==> src/include/otg_rx_pkg.sv <==
// Constants for the USB channel, receive status and IN token block
// Function
// - Channel enable queues IN request
// - IN token waits for current OUT
// - Receive level irq after packet written
// - Transfer complete raised when status popped
// - Disable write queues channel disable request
// - Receive level irq after halt entry written
// - Channel halted raised when halt popped
// - Empty FIFO IN token: NAK, flag
// - Loaded FIFO IN token: send, await ACK
// - Device entry carries frame bits 24:21
// - Data PID field reports received PID
// - Eleven bit byte count field
// - Four bit channel or endpoint field
// - Ten bit FIFO depth, reset default
// - Summary read before channel flags
// - Clearing channel flag clears summaries
// - Error flags hardware set, write-one clear
// - Transaction error on CRC/timeout/stuff/EOP
// - ACK NAK STALL bus flags write-one clear
package otg_rx_pkg;
    // Register byte addresses
    localparam logic [17:0] A_CORE_IRQ = 18'h3c014;
    localparam logic [17:0] A_PEEK     = 18'h3c01c;
    localparam logic [17:0] A_POP      = 18'h3c020;
    localparam logic [17:0] A_RXFSIZE  = 18'h3c024;
    localparam logic [17:0] A_ALLCH    = 18'h3c414;
    localparam logic [17:0] A_HCCHAR   = 18'h3c500;
    localparam logic [17:0] A_HCINT    = 18'h3c508;
    localparam logic [17:0] A_EPFLAGS  = 18'h3c908;
    // Reset values
    localparam logic [9:0] RXDEP_RST = 10'h200;
    // Status entry fields
    localparam int FN_LO = 21;
    localparam int PS_LO = 17;
    localparam int PID_LO = 15;
    localparam int BC_LO = 4;
    // Packet status codes
    localparam logic [3:0] PS_GLOBAL_OUT_NAK_STATUS = 4'h1;
    localparam logic [3:0] PS_PKT     = 4'h2;
    localparam logic [3:0] PS_XFER    = 4'h3;
    localparam logic [3:0] PS_SETUP   = 4'h4;
    localparam logic [3:0] PS_TGL     = 4'h5;
    localparam logic [3:0] PS_SETDATA = 4'h6;
    localparam logic [3:0] PS_HALT    = 4'h7;
    // Channel flag bits
    localparam int F_XFER = 0;
    localparam int F_HALT = 1;
    localparam int F_BUS  = 2;
    localparam int F_STALL = 3;
    localparam int F_NAK  = 4;
    localparam int F_ACK  = 5;
    localparam int F_XACT = 7;
    localparam int F_BBL  = 8;
    localparam int F_FOVR = 9;
    localparam int F_TGL  = 10;
    localparam logic [10:0] F_MASK = 11'h7bf;
    // Characteristics bits
    localparam int C_EN = 31;
    localparam int C_DIS = 30;
    localparam int C_EP_LO = 11;
    // Core summary bits
    localparam int G_RX_FIFO_LEVEL_IRQ = 4;
    localparam int G_HCH = 25;
    // Request kinds
    localparam logic REQ_IN  = 1'b0;
    localparam logic REQ_DIS = 1'b1;
endpackage

==> src/logic/otg_rx_channel.sv <==
// Host channel queue, receive status FIFO and device IN token logic
`timescale 1ns/1ps
`default_nettype none
module otg_rx_channel #(
    parameter int RQ_DEPTH = 4,  // Request queue entries
    parameter int RX_WORDS = 8   // Receive status entries held
) (
    // Clock, reset, enable
    input  wire logic        mclk,
    input  wire logic        resetn,
    input  wire logic        clk_en,
    // APB slave
    input  wire logic        psel,
    input  wire logic        penable,
    input  wire logic        pwrite,
    input  wire logic [17:0] paddr,
    input  wire logic [31:0] pwdata,
    output logic [31:0]      prdata,
    output logic             pready,
    output logic             pslverr,
    // Mode
    input  wire logic        host_mode,
    // Host link side
    input  wire logic        out_busy,
    output logic             in_token_issue,
    output logic             chan_disable_issue,
    input  wire logic        rx_wr,
    input  wire logic [3:0]  rx_status,
    input  wire logic [1:0]  rx_pid,
    input  wire logic [10:0] rx_byte_count_field,
    input  wire logic [3:0]  rx_id,
    input  wire logic [3:0]  rx_frame,
    input  wire logic        ev_ack,
    input  wire logic        ev_nak,
    input  wire logic        ev_stall,
    input  wire logic        ev_bus_err,
    input  wire logic        ev_crc_err,
    input  wire logic        ev_timeout,
    input  wire logic        ev_stuff_err,
    input  wire logic        ev_false_eop,
    input  wire logic        ev_babble,
    input  wire logic        ev_frame_ovr,
    input  wire logic        ev_toggle,
    // Device IN token side
    input  wire logic        dev_in_token,
    input  wire logic [3:0]  dev_in_ep,
    input  wire logic [15:0] txf_has_data,
    input  wire logic        dev_host_ack,
    output logic             dev_nak,
    output logic             dev_send,
    output logic             dev_wait_ack,
    // Summary outputs
    output logic             rx_fifo_level_irq,
    output logic             host_channels_summary_irq
);
    import otg_rx_pkg::*;

    localparam int RQW = $clog2(RQ_DEPTH);
    localparam int RXW = $clog2(RX_WORDS);

    // Device IN token handler states
    typedef enum logic [1:0] {
        D_IDLE = 2'b01,
        D_WAIT = 2'b10
    } dev_e;

    // Whole block state
    typedef struct packed {
        logic [RQ_DEPTH-1:0]        rq;
        logic [RQW-1:0]             rq_rd;
        logic [RQW-1:0]             rq_wr;
        logic [RQW:0]               rq_cnt;
        logic [RX_WORDS-1:0][31:0]  rx;
        logic [RXW-1:0]             rx_rd;
        logic [RXW-1:0]             rx_wr;
        logic [RXW:0]               rx_cnt;
        logic [9:0]                 rx_depth;
        logic [31:0]                chr;
        logic [10:0]                flags;
        logic [15:0]                ep_flags;
        logic                       halt_pend;
        dev_e                       dst;
        logic [31:0]                rdata;
        logic                       rd_pop_ok;
        logic                       slverr;
        logic                       tok;
        logic                       dis;
        logic                       nak;
        logic                       snd;
    } state_s;

    state_s s_q;   // Registered state
    state_s s_d;   // Next state

    // Address decode, shared by setup and access phases
    function automatic logic mapped(input logic [17:0] a);
        return a == A_CORE_IRQ || a == A_PEEK || a == A_POP ||
               a == A_RXFSIZE || a == A_ALLCH || a == A_HCCHAR ||
               a == A_HCINT || a == A_EPFLAGS;
    endfunction

    // Status entry assembly from the receive side fields
    function automatic logic [31:0] entry(input logic [3:0] st,
            input logic [1:0] pid, input logic [10:0] bc,
            input logic [3:0] id, input logic [3:0] fn);
        logic [31:0] e;
        e = '0;
        e[FN_LO +: 4] = fn;
        e[PS_LO +: 4] = st;
        e[PID_LO +: 2] = pid;
        e[BC_LO +: 11] = bc;
        e[3:0] = id;
        return e;
    endfunction

    logic        setup_ph;   // APB setup cycle
    logic        acc_ph;     // APB access cycle
    logic        wr_acc;     // Write takes effect
    logic        rx_full;    // No room for a status entry
    logic [31:0] head;       // Oldest status entry
    logic [3:0]  head_st;    // Its status code
    logic        xact_ev;    // Any transaction error cause
    logic        rx_nonempty;// FIFO holds entries

    assign setup_ph = psel && !penable;
    assign acc_ph = psel && penable;
    assign wr_acc = acc_ph && pwrite && mapped(paddr);
    assign head = s_q.rx[s_q.rx_rd];
    assign head_st = head[PS_LO +: 4];
    assign rx_nonempty = s_q.rx_cnt != '0;
    // Capacity is the smaller of the programmed depth and the store
    assign rx_full = (s_q.rx_cnt >= (RXW+1)'(RX_WORDS)) ||
                     ({1'b0, s_q.rx_depth} <= 11'(s_q.rx_cnt));
    assign xact_ev = ev_crc_err | ev_timeout | ev_stuff_err |
                     ev_false_eop;

    // Next state of everything
    always_comb begin
        logic [10:0] set_f;
        logic [10:0] clr_f;
        logic        rq_push;
        logic        rq_kind;
        logic        rq_pop;
        logic        rx_push;
        logic [31:0] rx_in;
        logic        rx_pop;
        logic [15:0] ep_set;
        set_f = '0;
        clr_f = '0;
        rq_push = 1'b0;
        rq_kind = REQ_IN;
        rq_pop = 1'b0;
        rx_push = 1'b0;
        rx_in = '0;
        rx_pop = 1'b0;
        ep_set = '0;
        s_d = s_q;
        s_d.tok = 1'b0;
        s_d.dis = 1'b0;
        s_d.nak = 1'b0;
        s_d.snd = 1'b0;

        // Response and error events, hardware sets only
        set_f[F_ACK] = ev_ack;
        set_f[F_NAK] = ev_nak;
        set_f[F_STALL] = ev_stall;
        set_f[F_BUS] = ev_bus_err;
        set_f[F_XACT] = xact_ev;
        set_f[F_BBL] = ev_babble;
        set_f[F_FOVR] = ev_frame_ovr;
        set_f[F_TGL] = ev_toggle;

        // APB setup: capture read data and response
        if (setup_ph) begin
            s_d.slverr = !mapped(paddr);
            s_d.rd_pop_ok = rx_nonempty;
            unique case (paddr)
                A_CORE_IRQ: s_d.rdata = ({31'h0, rx_nonempty} << G_RX_FIFO_LEVEL_IRQ)
                    | ({31'h0, |s_q.flags} << G_HCH);
                A_PEEK, A_POP:
                    s_d.rdata = rx_nonempty ? head : '0;
                A_RXFSIZE: s_d.rdata = {22'h0, s_q.rx_depth};
                A_ALLCH: s_d.rdata = {31'h0, |s_q.flags};
                A_HCCHAR: s_d.rdata = s_q.chr;
                A_HCINT: s_d.rdata = {21'h0, s_q.flags};
                A_EPFLAGS: s_d.rdata = {16'h0, s_q.ep_flags};
                default: s_d.rdata = '0;
            endcase
        end

        // APB access: writes and the popping read
        if (wr_acc) begin
            unique case (paddr)
                A_RXFSIZE: s_d.rx_depth = pwdata[9:0];
                A_HCINT: clr_f = pwdata[10:0] & F_MASK;
                A_EPFLAGS: s_d.ep_flags = s_q.ep_flags & ~pwdata[15:0];
                A_HCCHAR: begin
                    s_d.chr = {pwdata[31:30], 15'h0, pwdata[14:0]};
                    if (pwdata[C_DIS]) begin
                        rq_push = 1'b1;
                        rq_kind = REQ_DIS;
                        s_d.chr[C_EN] = 1'b0;
                        s_d.chr[C_DIS] = 1'b0;
                    end else if (pwdata[C_EN]) begin
                        rq_push = 1'b1;
                        rq_kind = REQ_IN;
                    end
                end
                default: ;
            endcase
        end
        if (acc_ph && !pwrite && paddr == A_POP && s_q.rd_pop_ok) begin
            rx_pop = 1'b1;
            set_f[F_XFER] = head_st == PS_XFER;
            set_f[F_HALT] = head_st == PS_HALT;
        end

        // Request queue head: IN waits out any OUT in flight
        if (s_q.rq_cnt != '0) begin
            if (s_q.rq[s_q.rq_rd] == REQ_DIS) begin
                if (!s_q.halt_pend) begin
                    rq_pop = 1'b1;
                    s_d.dis = 1'b1;
                    s_d.halt_pend = 1'b1;
                end
            end else if (!out_busy) begin
                rq_pop = 1'b1;
                s_d.tok = 1'b1;
            end
        end

        // Receive FIFO write: link packet first, halt entry after
        if (rx_wr && !rx_full) begin
            rx_push = 1'b1;
            rx_in = entry(rx_status, rx_pid, rx_byte_count_field, rx_id,
                          host_mode ? 4'h0 : rx_frame);
        end else if (s_q.halt_pend && !rx_full) begin
            rx_push = 1'b1;
            rx_in = entry(PS_HALT, 2'h0, 11'h0, 4'h0, 4'h0);
            s_d.halt_pend = 1'b0;
        end

        // Queue pointer upkeep; a full request queue drops the push
        if (rq_push && s_q.rq_cnt != (RQW+1)'(RQ_DEPTH)) begin
            s_d.rq[s_q.rq_wr] = rq_kind;
            s_d.rq_wr = s_q.rq_wr + 1'b1;
        end else begin
            rq_push = 1'b0;
        end
        if (rq_pop) begin
            s_d.rq_rd = s_q.rq_rd + 1'b1;
        end
        s_d.rq_cnt = s_q.rq_cnt + (RQW+1)'(rq_push) - (RQW+1)'(rq_pop);
        if (rx_push) begin
            s_d.rx[s_q.rx_wr] = rx_in;
            s_d.rx_wr = s_q.rx_wr + 1'b1;
        end
        if (rx_pop) begin
            s_d.rx_rd = s_q.rx_rd + 1'b1;
        end
        s_d.rx_cnt = s_q.rx_cnt + (RXW+1)'(rx_push) - (RXW+1)'(rx_pop);

        // Device IN token: NAK and flag when the FIFO is empty
        unique case (s_q.dst)
            D_IDLE: if (dev_in_token && !host_mode) begin
                if (!txf_has_data[dev_in_ep]) begin
                    s_d.nak = 1'b1;
                    ep_set[dev_in_ep] = 1'b1;
                end else begin
                    s_d.snd = 1'b1;
                    s_d.dst = D_WAIT;
                end
            end
            D_WAIT: if (dev_host_ack) begin
                s_d.dst = D_IDLE;
            end
        endcase

        // Set wins over a simultaneous write-one clear
        s_d.flags = ((s_q.flags & ~clr_f) | set_f) & F_MASK;
        s_d.ep_flags = s_d.ep_flags | ep_set;
    end

    // State register, frozen while the clock enable is low
    always_ff @(posedge mclk or negedge resetn) begin
        if (!resetn) begin
            s_q <= '0;
            s_q.rx_depth <= RXDEP_RST;
            s_q.dst <= D_IDLE;
        end else if (clk_en) begin
            s_q <= s_d;
        end
    end

    // Zero wait state slave; data was captured in setup
    assign pready = psel && penable;
    assign prdata = s_q.rdata;
    assign pslverr = acc_ph && s_q.slverr;
    assign in_token_issue = s_q.tok;
    assign chan_disable_issue = s_q.dis;
    assign dev_nak = s_q.nak;
    assign dev_send = s_q.snd;
    assign dev_wait_ack = s_q.dst == D_WAIT;
    // Summaries are derived, so clearing flags clears the channel summary
    assign rx_fifo_level_irq = rx_nonempty;
    assign host_channels_summary_irq = |s_q.flags;

    // Checks
    property p_in_req;
        @(posedge mclk) disable iff (!resetn)
        clk_en && wr_acc && paddr == A_HCCHAR && pwpwdata_en_only()
        |=> s_q.rq_cnt != '0 || in_token_issue;
    endproperty
    function automatic logic pwpwdata_en_only();
        return pwdata[C_EN] && !pwdata[C_DIS] && s_q.rq_cnt == '0;
    endfunction
    a_in_req: assert property (p_in_req)
        else $error("enable did not queue IN request");

    property p_tok_out;
        @(posedge mclk) disable iff (!resetn)
        in_token_issue |-> !$past(out_busy);
    endproperty
    a_tok_out: assert property (p_tok_out)
        else $error("IN token issued during OUT");

    property p_rxlvl;
        @(posedge mclk) disable iff (!resetn)
        clk_en && rx_wr && !rx_full |=> rx_fifo_level_irq;
    endproperty
    a_rxlvl: assert property (p_rxlvl)
        else $error("level irq missing after packet");

    property p_xfer;
        @(posedge mclk) disable iff (!resetn)
        clk_en && acc_ph && !pwrite && paddr == A_POP && s_q.rd_pop_ok
        && head_st == PS_XFER |=> s_q.flags[F_XFER];
    endproperty
    a_xfer: assert property (p_xfer)
        else $error("transfer complete not raised on pop");

    property p_halt_entry;
        @(posedge mclk) disable iff (!resetn)
        chan_disable_issue && !rx_full && clk_en && !rx_wr
        |=> rx_fifo_level_irq
        && s_q.rx[$past(s_q.rx_wr)][PS_LO +: 4] == PS_HALT;
    endproperty
    a_halt_entry: assert property (p_halt_entry)
        else $error("halt entry not written");

    property p_halted;
        @(posedge mclk) disable iff (!resetn)
        clk_en && acc_ph && !pwrite && paddr == A_POP && s_q.rd_pop_ok
        && head_st == PS_HALT |=> s_q.flags[F_HALT]
        && host_channels_summary_irq;
    endproperty
    a_halted: assert property (p_halted)
        else $error("halted flag not raised on pop");

    property p_nak;
        @(posedge mclk) disable iff (!resetn)
        clk_en && s_q.dst == D_IDLE && dev_in_token && !host_mode
        && !txf_has_data[dev_in_ep] |=> dev_nak && !dev_send
        && s_q.ep_flags[$past(dev_in_ep)];
    endproperty
    a_nak: assert property (p_nak)
        else $error("empty FIFO token not NAKed");

    property p_send;
        @(posedge mclk) disable iff (!resetn)
        dev_send |-> dev_wait_ack && !dev_nak;
    endproperty
    a_send: assert property (p_send)
        else $error("send without awaiting ACK");

    property p_setwins;
        @(posedge mclk) disable iff (!resetn)
        clk_en && ev_ack |=> s_q.flags[F_ACK];
    endproperty
    a_setwins: assert property (p_setwins)
        else $error("ACK flag lost");

    property p_peek;
        @(posedge mclk) disable iff (!resetn)
        clk_en && acc_ph && !pwrite && paddr == A_PEEK && !rx_wr
        && !s_q.halt_pend |=> s_q.rx_cnt == $past(s_q.rx_cnt);
    endproperty
    a_peek: assert property (p_peek)
        else $error("peek changed the FIFO");
endmodule
`default_nettype wire

==> config.mk <==
export PLATFORM = sky130hd
export DESIGN_NAME = otg_rx_channel
export DESIGN_NICKNAME = d
export VERILOG_FILES = /design/src/include/otg_rx_pkg.sv /design/src/logic/otg_rx_channel.sv
export SDC_FILE = /design/constraint.sdc
export NUM_CORES = 1
export LEC_CHECK = 0
export ABC_AREA = 1
export BUFFER_PORTS_ARGS = -buffer_cell sky130_fd_sc_hd__buf_2
export CAP_MARGIN = 20
export CORE_ASPECT_RATIO = 1.1
export CORE_UTILIZATION = 37
export DETAILED_ROUTE_END_ITERATION = 10
export SETUP_SLACK_MARGIN = 0.15
export SLEW_MARGIN = 20
export SYNTH_ARGS = -nofsm -noshare
export SYNTH_HDL_FRONTEND = slang
export SYNTH_SLANG_ARGS = --single-unit
==> constraint.sdc <==
create_clock -name mclk -period 3.2 [get_ports mclk]
set_clock_uncertainty 0.15 [all_clocks]
set_input_delay 0.32 -clock mclk [delete_from_list [all_inputs] [get_ports mclk]]
set_output_delay 0.32 -clock mclk [all_outputs]
set_load 0.01 [all_outputs]
Yosys cells after proc, flatten, opt, wreduce, memory -nomap -nowiden
Cells that the tools add are included.
Storage, ports and cells
  flip-flop bits (word level): 371
  input port bits: 117
  output and inout bits: 41
  logic and storage cells: 170
Operators by class
  add/subtract/negate cells: 8
  magnitude comparators: 10
  equality and inequality tests: 16
  multiplexer cells: 58
  bitwise operators: 10
  reduce and logical (&&, ||, !) cells: 40
Operator list (number)
  bitwise mux 256 bit: 1
  case mux 32 bit (7 select lines): 1
  == test 18 bit, second input constant: 8
  binary-select mux 32 bit (select 3 bit): 1
  demux 32 bit (select 3 bit): 1
  2-to-1 mux 32 bit: 3
  2-to-1 mux 16 bit: 5
  2-to-1 mux 1 bit: 27
  OR 5 x 26 -> 26 bit: 1
  2-to-1 mux 25 bit: 1
  2-to-1 mux 11 bit: 2
  2-to-1 mux 20 bit: 1
  AND 16 bit: 1
  2-to-1 mux 2 bit: 8
  inverter 16 bit: 1
  OR 16 bit: 1
  logical AND 1 bit: 15
  AND 11 bit: 1
  inverter 11 bit: 1
  OR 11 bit: 1
  less-or-equal comparator 10 x 4 -> 1 bit: 1
  AND reduction 2 bit: 5
  OR reduction 10 bit: 1
  logical OR 1 bit: 8
  other kinds (33): 46

Depth between registers and ports, before layout
Gate-level depths: netlist (run 1).
  word-level depth: 14
  depth in mapped cells: 17
  mapped depth without buffers: 17

Worst setup path before layout (run 1)
No wires, ideal clock.
  path kind: flip-flop to flip-flop
  start: reg s_q[111] in the netlist's numbering
  end: reg s_q[111] in the netlist's numbering
  library setup time: 0.136 ns
  arrival: 2.413 ns
  required time: 2.914 ns
  setup slack: 0.501 ns
  cell stages (with the launch flop): 16
  path buffers: 0
  clock period less this slack: 2.699 ns
  cell sequence: dfrtp_1 inv_1 ha_1 a21oi_1 nor2_1 o21ai_1 nand2_1 nand2_2 nor2_4 nor2_4 ha_1 inv_1 ha_1 fa_1 nand2_1 o21ai_0
RTL lines
  start, declared: RTL line otg_rx_channel.sv:92  | state_s s_q;

Worst setup path in the final report (run 1)
  start: reg s_q[113] in the netlist's numbering
  end: reg s_q[112] in the netlist's numbering
Between the ends
  cells in the longest elaborated chain, start to end: 8
  elaborated cells on any way between the ends: 10
  those cells by class: add/sub: 2; order compare: 2; mux: 2; reduce/logical: 4
RTL lines
  less-or-equal comparator 10 x 4 -> 1 bit / greater-or-equal comparator 4 bit (equally long branches): RTL line otg_rx_channel.sv:133, otg_rx_channel.sv:132
  logical OR 1 bit *: RTL line otg_rx_channel.sv:132  | assign rx_full = (s_q.rx_cnt >= (RXW+1)'(RX_WORDS)) ||
  zero test 1 bit *: RTL line otg_rx_channel.sv:233, otg_rx_channel.sv:237
  logical AND 1 bit: RTL line otg_rx_channel.sv:237  | end else if (s_q.halt_pend && !rx_full) begin
  2-to-1 mux 1 bit: RTL line otg_rx_channel.sv:237
  2-to-1 mux 1 bit *: RTL line otg_rx_channel.sv:233  | if (rx_wr && !rx_full) begin
  adder 4 x 1 -> 4 bit *: RTL line otg_rx_channel.sv:261  | s_d.rx_cnt = s_q.rx_cnt + (RXW+1)'(rx_push) - (RXW+1)'(rx_pop);
  subtractor 4 x 1 -> 4 bit *: RTL line otg_rx_channel.sv:261
Every way passes the cells marked *; elsewhere a longest branch is shown, timed or not.
A chain may end at the register's enable or synchronous reset.

==> reports/results.tsv, run 1 <==
stage	metric	value	unit
outcome	outcome	finished, final reports clean	
die	io_pins	158	
cts	clock_latency	540	ps
drt	antenna_left	0	
sta	fin_crit_sh	89.0	%
die	core_area	0.0433	sq mm
cts	cts_buffer_depth	3	
power	pwr-share-comb	18.6	%
global_routing	grt_pass1_vias	14958	
logic_synthesis	syn_avg_cell_area	7.57	sq um
cts	clock_sinks	309	
logic_synthesis	postSynthCellCount	2145	
setup_path	worstPathArrival	3090	ps
drt	first_pass_iters	5	
power	p_leak	10.2	nW
logic_synthesis	synth-edff-count	0	
setup_path	worst-setup-path-type	register to register	
power	pwr-share-clk	39.9	%
global_routing	grt_usage	24.2	%
place	io_buffers	138	
drt	drc	0	
logic_synthesis	synth_area	0.0162	sq mm
sta	final-hold-violation-count	0	
power	pwr-share-seq	41.5	%
power	power.density	545	mW/mm^2
power	power.switching	3.29	mW
logic_synthesis	synthMostInstantiatedCell	nand2_1	
logic_synthesis	synth_top_area_share	47.3	%
final_layout	final_core_util	43.7	%
sta	maxSlewHeadroom	50.4	%
final_layout	nets	2407	
final_layout	n_antenna_cell	0	
logic_synthesis	synthArstFlopShare	100	%
global_routing	grt_pass1_wl	84500	microns
die	start_util	37.5	%
drt	avgRoutedWirePerCell	18.7	microns
cts	h-tree-depth	2	
cts	clk_pin_slew	60	ps
global_routing	grt_max_degree	103	
power	ir_worst_vdd	0.271	mV
cts	cts_buffers	36	
power	switching_share	31.8	%
die	dieArea	0.0447	sq mm
setup_path	end_kind	register	
sta	rsz0062_at_grt	false	
global_routing	grt.overflow.total	0	
global_routing	antenna_found_initial	0	
sta	setup_tns	0	ps
sta	maxSlewViolCount	0	
sta	finalCriticalPeriod	2850	ps
cts	cts_tree	built	
logic_synthesis	yosysWarnings	0	
logic_synthesis	netlist_top_cells_count	nand2_1, dfrtp_1, nand3_1, nor2_1, o21ai_0	
drt	routed-via-count	15265	
sta	setup_viol	0	
setup_path	worst-r2r-cell-count	15	
drt	drt_first_iter_violations	1240	
logic_synthesis	synth_seq_cells	309	
logic_synthesis	ys_seq_area_share	47.6	%
logic_synthesis	synth_top_area_cell	dfrtp_1	
die	die_h	222	microns
setup_path	cp.required	3450	ps
place	place_congestion	0.891	
die	die_w	202	microns
die	num_rows	80	
final_layout	fillerInstances	4332	
place	dpl.hpwl	34500	microns
power	fin_total_pwr	10.3	mW
setup_path	worstPathMaxFanout	5	
drt	post_drt_via_cell_ratio	5.32	
worst_hold_path	hp-class	primary input to register	
power	intPower	7.05	mW
final_layout	areaGrowthSynthToFinish	16.8	%
worst_hold_path	holdPathStages	3	
final_layout	drive_gt1_share	14.1	%
setup_path	critPathLaunchType	register	
sta	max_freq	351	MHz
logic_synthesis	synth_ff_type	dfrtp_1	
drt	routed_wl	53800	microns
job	maxCapViolCount	0	
logic_synthesis	yosys-top-cells-area	dfrtp_1, nand2_1, nand3_1	
logic_synthesis	synth_cell_type_count	47	
sta	worst_slew_pin_slew	743	ps
cts	cts_root_buffer	clkbuf_16	
cts	post_cts_buffers	0	
## final timing paths
| check | startpoint | to | slack (ps) |
|---|---|---|---|
| min in group asynchronous | resetn | s_q[199] | 220 |
| min | rx_wr | s_q[40] | 40 |
| max | s_q[113] | s_q[112] | 350 |
| max reg2reg | s_q[113] | s_q[112] | 350 |
| min reg2reg | s_q[293] | s_q[293] | 310 |
| max in group asynchronous | resetn | s_q[327] | 1820 |
## routing by layer
metal	part of all wire, %	vias to the layer above	wire [microns]	track usage, %
met5	0	-	0	0
met4	3.6	0	1920	9.43
met3	6.2	106	3350	3.48
met2	48	594	25800	40.3
met1	42	7374	22700	31.7
li1	-	7191	-	-
## kinds of logic after synthesis
kind of cell / Yosys count / share of synthesized area [%]
and+or+nand+nor: 1268 / 32.9
other: 1 / 0.0231
muxes: 2 / 0.131
buffers and inverters: 271 / 7.65
adders and majority gates: 20 / 1.63
AOI/OAI and AO/OA: 265 / 9.56
DFF: 309 / 47.6
xor gates and xnor gates: 9 / 0.485
## cells in the final DEF (no fill, tap or decap), types with 8 or more instances in the layout
cell type | netlist | layout
nor2_1 | 175 | 167
clkinv_2 | 0 | 12
a22oi_1 | 8 | 8
inv_1 | 113 | 112
dlygate4sd3_1 | 0 | 36
o21ai_0 | 121 | 121
clkbuf_16 | 0 | 37
o21ai_1 | 29 | 29
dfrtp_1 | 307 | 306
nor2_2 | 27 | 35
o221ai_1 | 12 | 12
nand2_1 | 764 | 764
ha_1 | 18 | 18
nand4_1 | 31 | 31
o31ai_1 | 16 | 16
buf_2 | 42 | 137
nand3_1 | 246 | 246
buf_4 | 44 | 52
o22ai_1 | 38 | 38
xor2_1 | 8 | 8
a21oi_1 | 18 | 17
## timing repair
| item | in CTS | in global routing |
|---|---|---|
| endpoints found under the setup margin | 0 | 4 |
| hold buffers | 36 | 0 |
| hold endpoints to repair | 105 | 0 |
| gates resized for setup | 0 | 3 |
## through the flow
stage / cell area (sq um) / hold slack (ps) / setup WS [ps] / instances
after floorplan: 16300 / -126 / 501 / 2149
after global placement: 17400 / 184 / 63.8 / 2770
after detailed placement: 17400 / 187 / 47.0 / 2770
after CTS: 19000 / 24.8 / 261 / 2870
after global routing: 19000 / 60.7 / 164 / 2870
final: 19000 / 35.5 / 351 / 2870
## critical path, cell delays in order, from the launching register on
cell     delay (ps)
dfrtp_1         380
inv_1            80
ha_1            300
nand2_1          70
nor2_1          100
o21ai_1          60
nand2_1          70
nand2_2          80
nor2_4          210
nor2_4           80
ha_1            280
inv_1            40
ha_1            200
fa_1            390
xnor2_1         150
o21ai_0          80
## power groups by stage
stage / Combinational [mW] / Sequential (mW) / Clock (mW)
3_3_place_gp: 1.84 / 4.34 / 0
2_1_floorplan: 1.14 / 4.30 / 0
3_5_place_dp: 1.88 / 4.35 / 0
4_1_cts: 1.91 / 4.28 / 4.20
6_report: 1.92 / 4.29 / 4.13
5_1_grt: 2.11 / 4.31 / 4.37
## cell type report
cell class | instances | area [sq um] | area share [%]
sequential | 309 | 7740 | 40.8
multi-input combinational | 1569 | 7300 | 38.5
timing repair buffer | 233 | 1580 | 8.35
clock buffer | 47 | 1020 | 5.40
tap | 574 | 718 | 3.79
inverter | 121 | 454 | 2.40
clock inverter | 17 | 145 | 0.765
## flip-flops by register name, summed over array words and instances (netlist names)
signal / cells
s_q: 278
dev_nak: 1
dev_send: 1
prdata: 27
chan_disable_issue: 1
in_token_issue: 1
(Power assumes the default switching activity.)
==> run 2, diff against run 1 <==
--- a/config.mk
+++ b/config.mk
@@ -12,2 +12,3 @@
 export CORE_UTILIZATION = 37
+export CTS_CLUSTER_DIAMETER = 120
 export DETAILED_ROUTE_END_ITERATION = 10
==> constraint.sdc (replaced) <==
create_clock -name mclk -period 3.2 [get_ports mclk]
set_clock_uncertainty 0.15 [all_clocks]
set_input_delay 0.16 -clock mclk [delete_from_list [all_inputs] [get_ports mclk]]
set_output_delay 0.16 -clock mclk [all_outputs]
set_load 0.01 [all_outputs]
==> run 2 against run 1 <==
Count of clock-buffer cells in the layout grew 13. Critical path type is now primary input to register. Largest power group unchanged. Global-route usage is essentially flat. Utilization rose by 0.72 points. First-iteration DRC count rose by 18%.
==> reports/results.tsv, run 2 (synthesized netlist as in run 1, its figures left out) <==
stage	metric	value	unit	change
worst_hold_path	hp-class	primary input to register		unchanged
power	pwr-share-clk	40.2	%	was 39.9%
final_layout	n_antenna_cell	0		unchanged
final_layout	largest_register_ffs	278		unchanged
setup_path	worst-setup-path-type	primary input to register		was register to register
die	die_h	222	microns	unchanged
global_routing	grt_max_degree	86		was 103
power	p_leak	10.3	nW	was 10.2 nW
power	fin_total_pwr	10.4	mW	was 10.3 mW
die	core_area	0.0433	sq mm	unchanged
setup_path	critPathLaunchType	primary input		was register
final_layout	final_core_util	44.5	%	was 43.7%
drt	avgRoutedWirePerCell	18.6	microns	was 18.7 microns
final_layout	areaGrowthSynthToFinish	18.7	%	was 16.8%
power	power.density	540	mW/mm^2	was 545 mW/mm^2
sta	finalCriticalPeriod	2830	ps	was 2850 ps
cts	cts_buffer_depth	3		unchanged
die	num_rows	80		unchanged
sta	worst_slack	366	ps	was 351 ps
global_routing	grt_pass1_wl	84900	microns	was 84500 microns
setup_path	cp.required	3470	ps	was 3450 ps
final_layout	fin_cells	2895		was 2870
global_routing	antenna_found_initial	0		unchanged
sta	rsz0062_at_grt	true		was false
job	maxCapViolCount	0		unchanged
setup_path	slowest_delay	540	ps	was 390 ps
sta	maxSlewViolCount	0		unchanged
place	io_buffers	138		unchanged
final_layout	layout_common_cells	nand2_1, dfrtp_1, nand3_1, nor2_1, buf_2		unchanged
cts	clock_sinks	309		unchanged
place	preCtsSetupSlack	177	ps	was 47.0 ps
place	place_congestion	0.867		was 0.891
place	placed_area	0.0174	sq mm	about the same
final_layout	post-route-cell-area	0.0193	sq mm	was 0.0190 sq mm
power	intPower	7.16	mW	was 7.05 mW
drt	routed-via-count	15216		was 15265
sta	fin_hold_ws	15.9	ps	was 35.5 ps
power	power.switching	3.25	mW	was 3.29 mW
drt	post_drt_via_cell_ratio	5.26		was 5.32
cts	cts_buffers	38		was 36
final_layout	nets	2434		was 2407
power	switching_share	31.2	%	was 31.8%
drt	drc	0		unchanged
drt	drt_first_iter_violations	1460		was 1240
setup_path	crit_chain	dlygate4sd3_1 > buf_2 > nor2_2 > nand3_2 > nor2_1 > nand2_1 > nand2_1 > nor2_1 > nand2_2 > nand3_1 > ha_1 > inv_1 > ha_1 > inv_1 > fa_1 > a21oi_1 > o21ai_0 > xor2_1		was inv_1 > ha_1 > nand2_1 > nor2_1 > o21ai_1 > nand2_1 > nand2_2 > nor2_4 > nor2_4 > ha_1 > inv_1 > ha_1 > fa_1 > xnor2_1 > o21ai_0
sta	max_freq	353	MHz	was 351 MHz
drt	routed_wl	53700	microns	was 53800 microns
setup_path	worstPathMaxFanout	4		was 5
power	ir_worst_vdd	0.337	mV	was 0.271 mV
sta	fin_crit_sh	88.5	%	was 89.0%
power	pwr-share-comb	18.6	%	about the same
cts	post_cts_buffers	0		unchanged
die	start_util	37.5	%	unchanged
setup_path	end_kind	register		unchanged
die	io_pins	158		unchanged
sta	setup_viol	0		unchanged
final_layout	fillerInstances	4316		was 4332
power	pwr-share-seq	41.2	%	was 41.5%
cts	clock_latency	540	ps	about the same
cts	cts_tree	built		unchanged
final_layout	drive_gt1_share	13.4	%	was 14.1%
die	die_w	202	microns	unchanged
setup_path	crit_slowest_cell	dlygate4sd3_1		was fa_1
cts	cts_root_buffer	clkbuf_16		unchanged
cts	h-tree-depth	2		unchanged
sta	final-hold-violation-count	0		unchanged
place	post-place-cells	2766		was 2770
sta	worst_slew_pin_slew	723	ps	was 743 ps
global_routing	grt_pass1_vias	14994		was 14958
final_layout	layout_commonest_cell	nand2_1		unchanged
setup_path	worstPathArrival	3100	ps	was 3090 ps
outcome	outcome	finished, final reports clean		unchanged
final_layout	largest-register	s_q		unchanged
cts	clk_pin_slew	60	ps	about the same
drt	first_pass_iters	5		unchanged
die	dieArea	0.0447	sq mm	unchanged
drt	antenna_left	0		unchanged
global_routing	grt_usage	24.2	%	about the same
sta	maxSlewHeadroom	51.7	%	was 50.4%
global_routing	grt.overflow.total	0		unchanged
place	dpl.hpwl	34100	microns	was 34500 microns
sta	setup_tns	0	ps	unchanged
[run 2: timing repair]
item                                    in CTS  in global routing
endpoints found under the setup margin       0                 10
gates resized for setup                      0                  7
hold buffers                                65                  0
hold endpoints to repair                   318                  0
[run 2: layout make-up]
type / count / area, sq um / area share [%]
Sequential cell: 309 / 7740 / 40.1
Multi-Input combinational cell: 1569 / 7310 / 38.0
Timing Repair Buffer: 258 / 1870 / 9.69
Clock buffer: 60 / 1140 / 5.90
Tap cell: 574 / 718 / 3.73
Inverter: 121 / 454 / 2.36
Clock inverter: 4 / 45.0 / 0.234
[run 2: path summary, 6_finish.rpt]
check / startpoint / slack, ps / to / depth (start not counted)
worst max-delay path: paddr[12] / 370 / s_q[378] / 18
worst min-delay path: pwrite / 20 / s_q[117] / 5
worst max register to register: s_q[111] / 380 / s_q[111] / 15
worst min register to register: s_q[294] / 310 / s_q[294] / 2
max in group asynchronous: resetn / 1870 / s_q[304] / 3
min in group asynchronous: resetn / 80 / prdata[10] / 2
[run 2: worst max-delay path: cells and delay by family]
kind | cells | cell delay [ps]
and+or+nand+nor | 8 | 980
adders and majority gates | 3 | 780
buffers and inverters | 4 | 770
AOI/OAI and AO/OA | 2 | 250
xor gates and xnor gates | 1 | 160
[run 2: power groups by stage]
stage / Combinational (mW) / Clock, mW / Sequential [mW]
after CTS: 1.93 / 4.25 / 4.28
final: 1.94 / 4.18 / 4.29
after detailed placement: 1.87 / 0 / 4.35
after floorplan: 1.14 / 0 / 4.30
after global placement: 1.84 / 0 / 4.34
after global routing: 2.12 / 4.40 / 4.31
[run 2: per-layer routing]
metal,vias to the layer above,track usage [%],part of all wire (%)
li1,7235,-,-
met1,7365,31.5,43
met2,513,40.8,48
met3,103,3.22,5.6
met4,0,9.31,3.4
met5,-,0,0
==> run 3, diff against run 2 <==
- CORE_ASPECT_RATIO: 1.1 -> default
==> run 3 against run 2 <==
Global-route usage barely moved. Sequential power barely moved. Hold slack got worse by 8.6 ps. Clock power fell by 3%. Flip-flop and latch count did not move. Utilization rose by 0.29 points. Design area rose by 0.25%. Maximum frequency fell by 0.78%. Final cell count rose by 0.79%. Combinational power barely moved. Largest power group unchanged.
==> reports/results.tsv, run 3 (synthesized netlist as in run 1, its figures left out) <==
stage	metric	value	unit	change
sta	final-hold-violation-count	0		unchanged
die	die_w	212	microns	was 202 microns
sta	setup_viol	0		unchanged
drt	post_drt_via_cell_ratio	5.20		was 5.26
sta	fin_hold_ws	7.32	ps	was 15.9 ps
final_layout	layout_common_cells	nand2_1, dfrtp_1, nand3_1, nor2_1, buf_2		unchanged
job	maxCapViolCount	0		unchanged
outcome	outcome	finished, final reports clean		unchanged
sta	maxSlewHeadroom	40.8	%	was 51.7%
global_routing	grt_usage	24.3	%	was 24.2%
drt	first_pass_iters	7		was 5
final_layout	fillerInstances	4398		was 4316
power	power.density	534	mW/mm^2	was 540 mW/mm^2
global_routing	grt_max_degree	103		was 86
final_layout	largest_register_ffs	278		unchanged
setup_path	worstPathArrival	3110	ps	was 3100 ps
drt	drc	0		unchanged
sta	setup_tns	0	ps	unchanged
worst_hold_path	hp-class	primary input to register		unchanged
die	start_util	37.6	%	was 37.5%
sta	rsz0062_at_grt	true		unchanged
sta	maxSlewViolCount	0		unchanged
drt	antenna_left	0		unchanged
sta	worst_slew_pin_slew	889	ps	was 723 ps
final_layout	post-route-cell-area	0.0193	sq mm	about the same
final_layout	largest-register	s_q		unchanged
final_layout	layout_commonest_cell	nand2_1		unchanged
die	io_pins	158		unchanged
place	dpl.hpwl	34800	microns	was 34100 microns
drt	drt_first_iter_violations	1580		was 1460
place	placed_area	0.0174	sq mm	about the same
die	die_h	212	microns	was 222 microns
power	p_leak	10.4	nW	was 10.3 nW
setup_path	worstPathMaxFanout	4		unchanged
sta	finalCriticalPeriod	2860	ps	was 2830 ps
drt	routed_wl	53600	microns	was 53700 microns
place	place_congestion	0.868		was 0.867
global_routing	antenna_found_initial	0		unchanged
cts	cts_buffer_depth	3		unchanged
die	dieArea	0.0447	sq mm	about the same
setup_path	critPathLaunchType	primary input		unchanged
setup_path	cp.required	3460	ps	was 3470 ps
sta	fin_crit_sh	89.2	%	was 88.5%
cts	cts_root_buffer	clkbuf_16		unchanged
final_layout	drive_gt1_share	13.9	%	was 13.4%
setup_path	worst-setup-path-type	primary input to register		unchanged
cts	clk_pin_slew	60	ps	about the same
global_routing	grt.overflow.total	0		unchanged
drt	avgRoutedWirePerCell	18.4	microns	was 18.6 microns
die	num_rows	76		was 80
final_layout	nets	2445		was 2434
final_layout	n_antenna_cell	0		unchanged
cts	h-tree-depth	2		unchanged
place	io_buffers	138		unchanged
cts	cts_tree	built		unchanged
cts	cts_buffers	36		was 38
setup_path	end_kind	register		unchanged
cts	clock_sinks	309		unchanged
cts	clock_latency	540	ps	about the same
drt	routed-via-count	15182		was 15216
global_routing	grt_pass1_wl	84000	microns	was 84900 microns
die	core_area	0.0432	sq mm	was 0.0433 sq mm
sta	max_freq	350	MHz	was 353 MHz
power	ir_worst_vdd	0.276	mV	was 0.337 mV
final_layout	areaGrowthSynthToFinish	19.0	%	was 18.7%
global_routing	grt_pass1_vias	14899		was 14994
run 3: cell count changes in the layout (fill, tap and decap cells not counted), moves of 2 or more:
cell / before / now
buf_4: 46 / 61
clkbuf_8: 4 / 9
buf_12: 8 / 5
clkbuf_1: 15 / 10
nand2_2: 7 / 5
dlygate4sd3_1: 65 / 67
nand2_1: 762 / 764
clkbuf_16: 41 / 38
run 3: metrics by stage:
stage | cells | power (mW) | setup WS, ps | util (%)
after floorplan | 2149 | 5.44 | 501 | -
after global placement | 2783 | 6.18 | 157 | 40.4
after detailed placement | 2783 | 6.22 | 192 | 40.4
after CTS | 2913 | 10.3 | 207 | 44.6
after global routing | 2918 | 10.8 | 140 | 44.8
final | 2918 | 10.3 | 344 | 44.8
run 3: worst paths after layout:
kind / start / end / slack [ps] / cells past startpoint
max in group asynchronous: resetn / s_q[357] / 1880 / 3
worst min register to register: s_q[159] / s_q[159] / 320 / 2
min in group asynchronous: resetn / s_q[117] / 130 / 2
worst max register to register: s_q[111] / s_q[111] / 350 / 15
worst min-delay path: paddr[9] / prdata[31] / 7 / 8
worst max-delay path: paddr[12] / s_q[378] / 340 / 18
run 3: final cells by class:
class,instances,area [sq um],share of cell area [%]
Tap cell,585,732,3.79
Multi-Input combinational cell,1569,7310,37.8
Inverter,121,454,2.35
Clock inverter,6,47.5,0.246
Clock buffer,57,1110,5.76
Sequential cell,309,7740,40.0
Timing Repair Buffer,271,1930,9.99
run 3: repair_timing:
| item | 4_1_cts | 5_1_grt |
|---|---|---|
| gates resized for setup | 0 | 4 |
| endpoints found under the setup margin | 0 | 4 |
| setup buffers | 0 | 5 |
| hold buffers | 67 | 0 |
| endpoints found under the hold margin | 333 | 0 |
run 3: layer usage:
| metal | vias to the layer above | part of all wire [%] | track usage [%] | routed length [microns] |
|---|---|---|---|---|
| met5 | - | 0 | 0 | 0 |
| met4 | 0 | 3.5 | 9.72 | 1890 |
| met3 | 106 | 7.3 | 3.95 | 3900 |
| met2 | 577 | 47 | 40.0 | 25100 |
| met1 | 7235 | 42 | 31.8 | 22700 |
| li1 | 7264 | - | - | - |
run 3: critical path, stage by stage:
cell and delay (ps):
dlygate4sd3_1 530, buf_2 120, nor2_2 110, nand3_2 110, nor2_1 140, nand2_1 200, nand2_1 110, nor2_1 60
nand2_2 130, nand3_1 130, ha_1 290, inv_1 60, ha_1 120, inv_1 50, fa_1 370, a21oi_1 150
o21ai_0 110, xor2_1 150
run 3: power breakdown:
part           internal (mW)  leakage [nW]  switching, mW
registers               4.12          4.20          0.164
logic                  0.563          5.60           1.39
clock network           2.39         0.573           1.68
total                   7.07          10.4           3.24
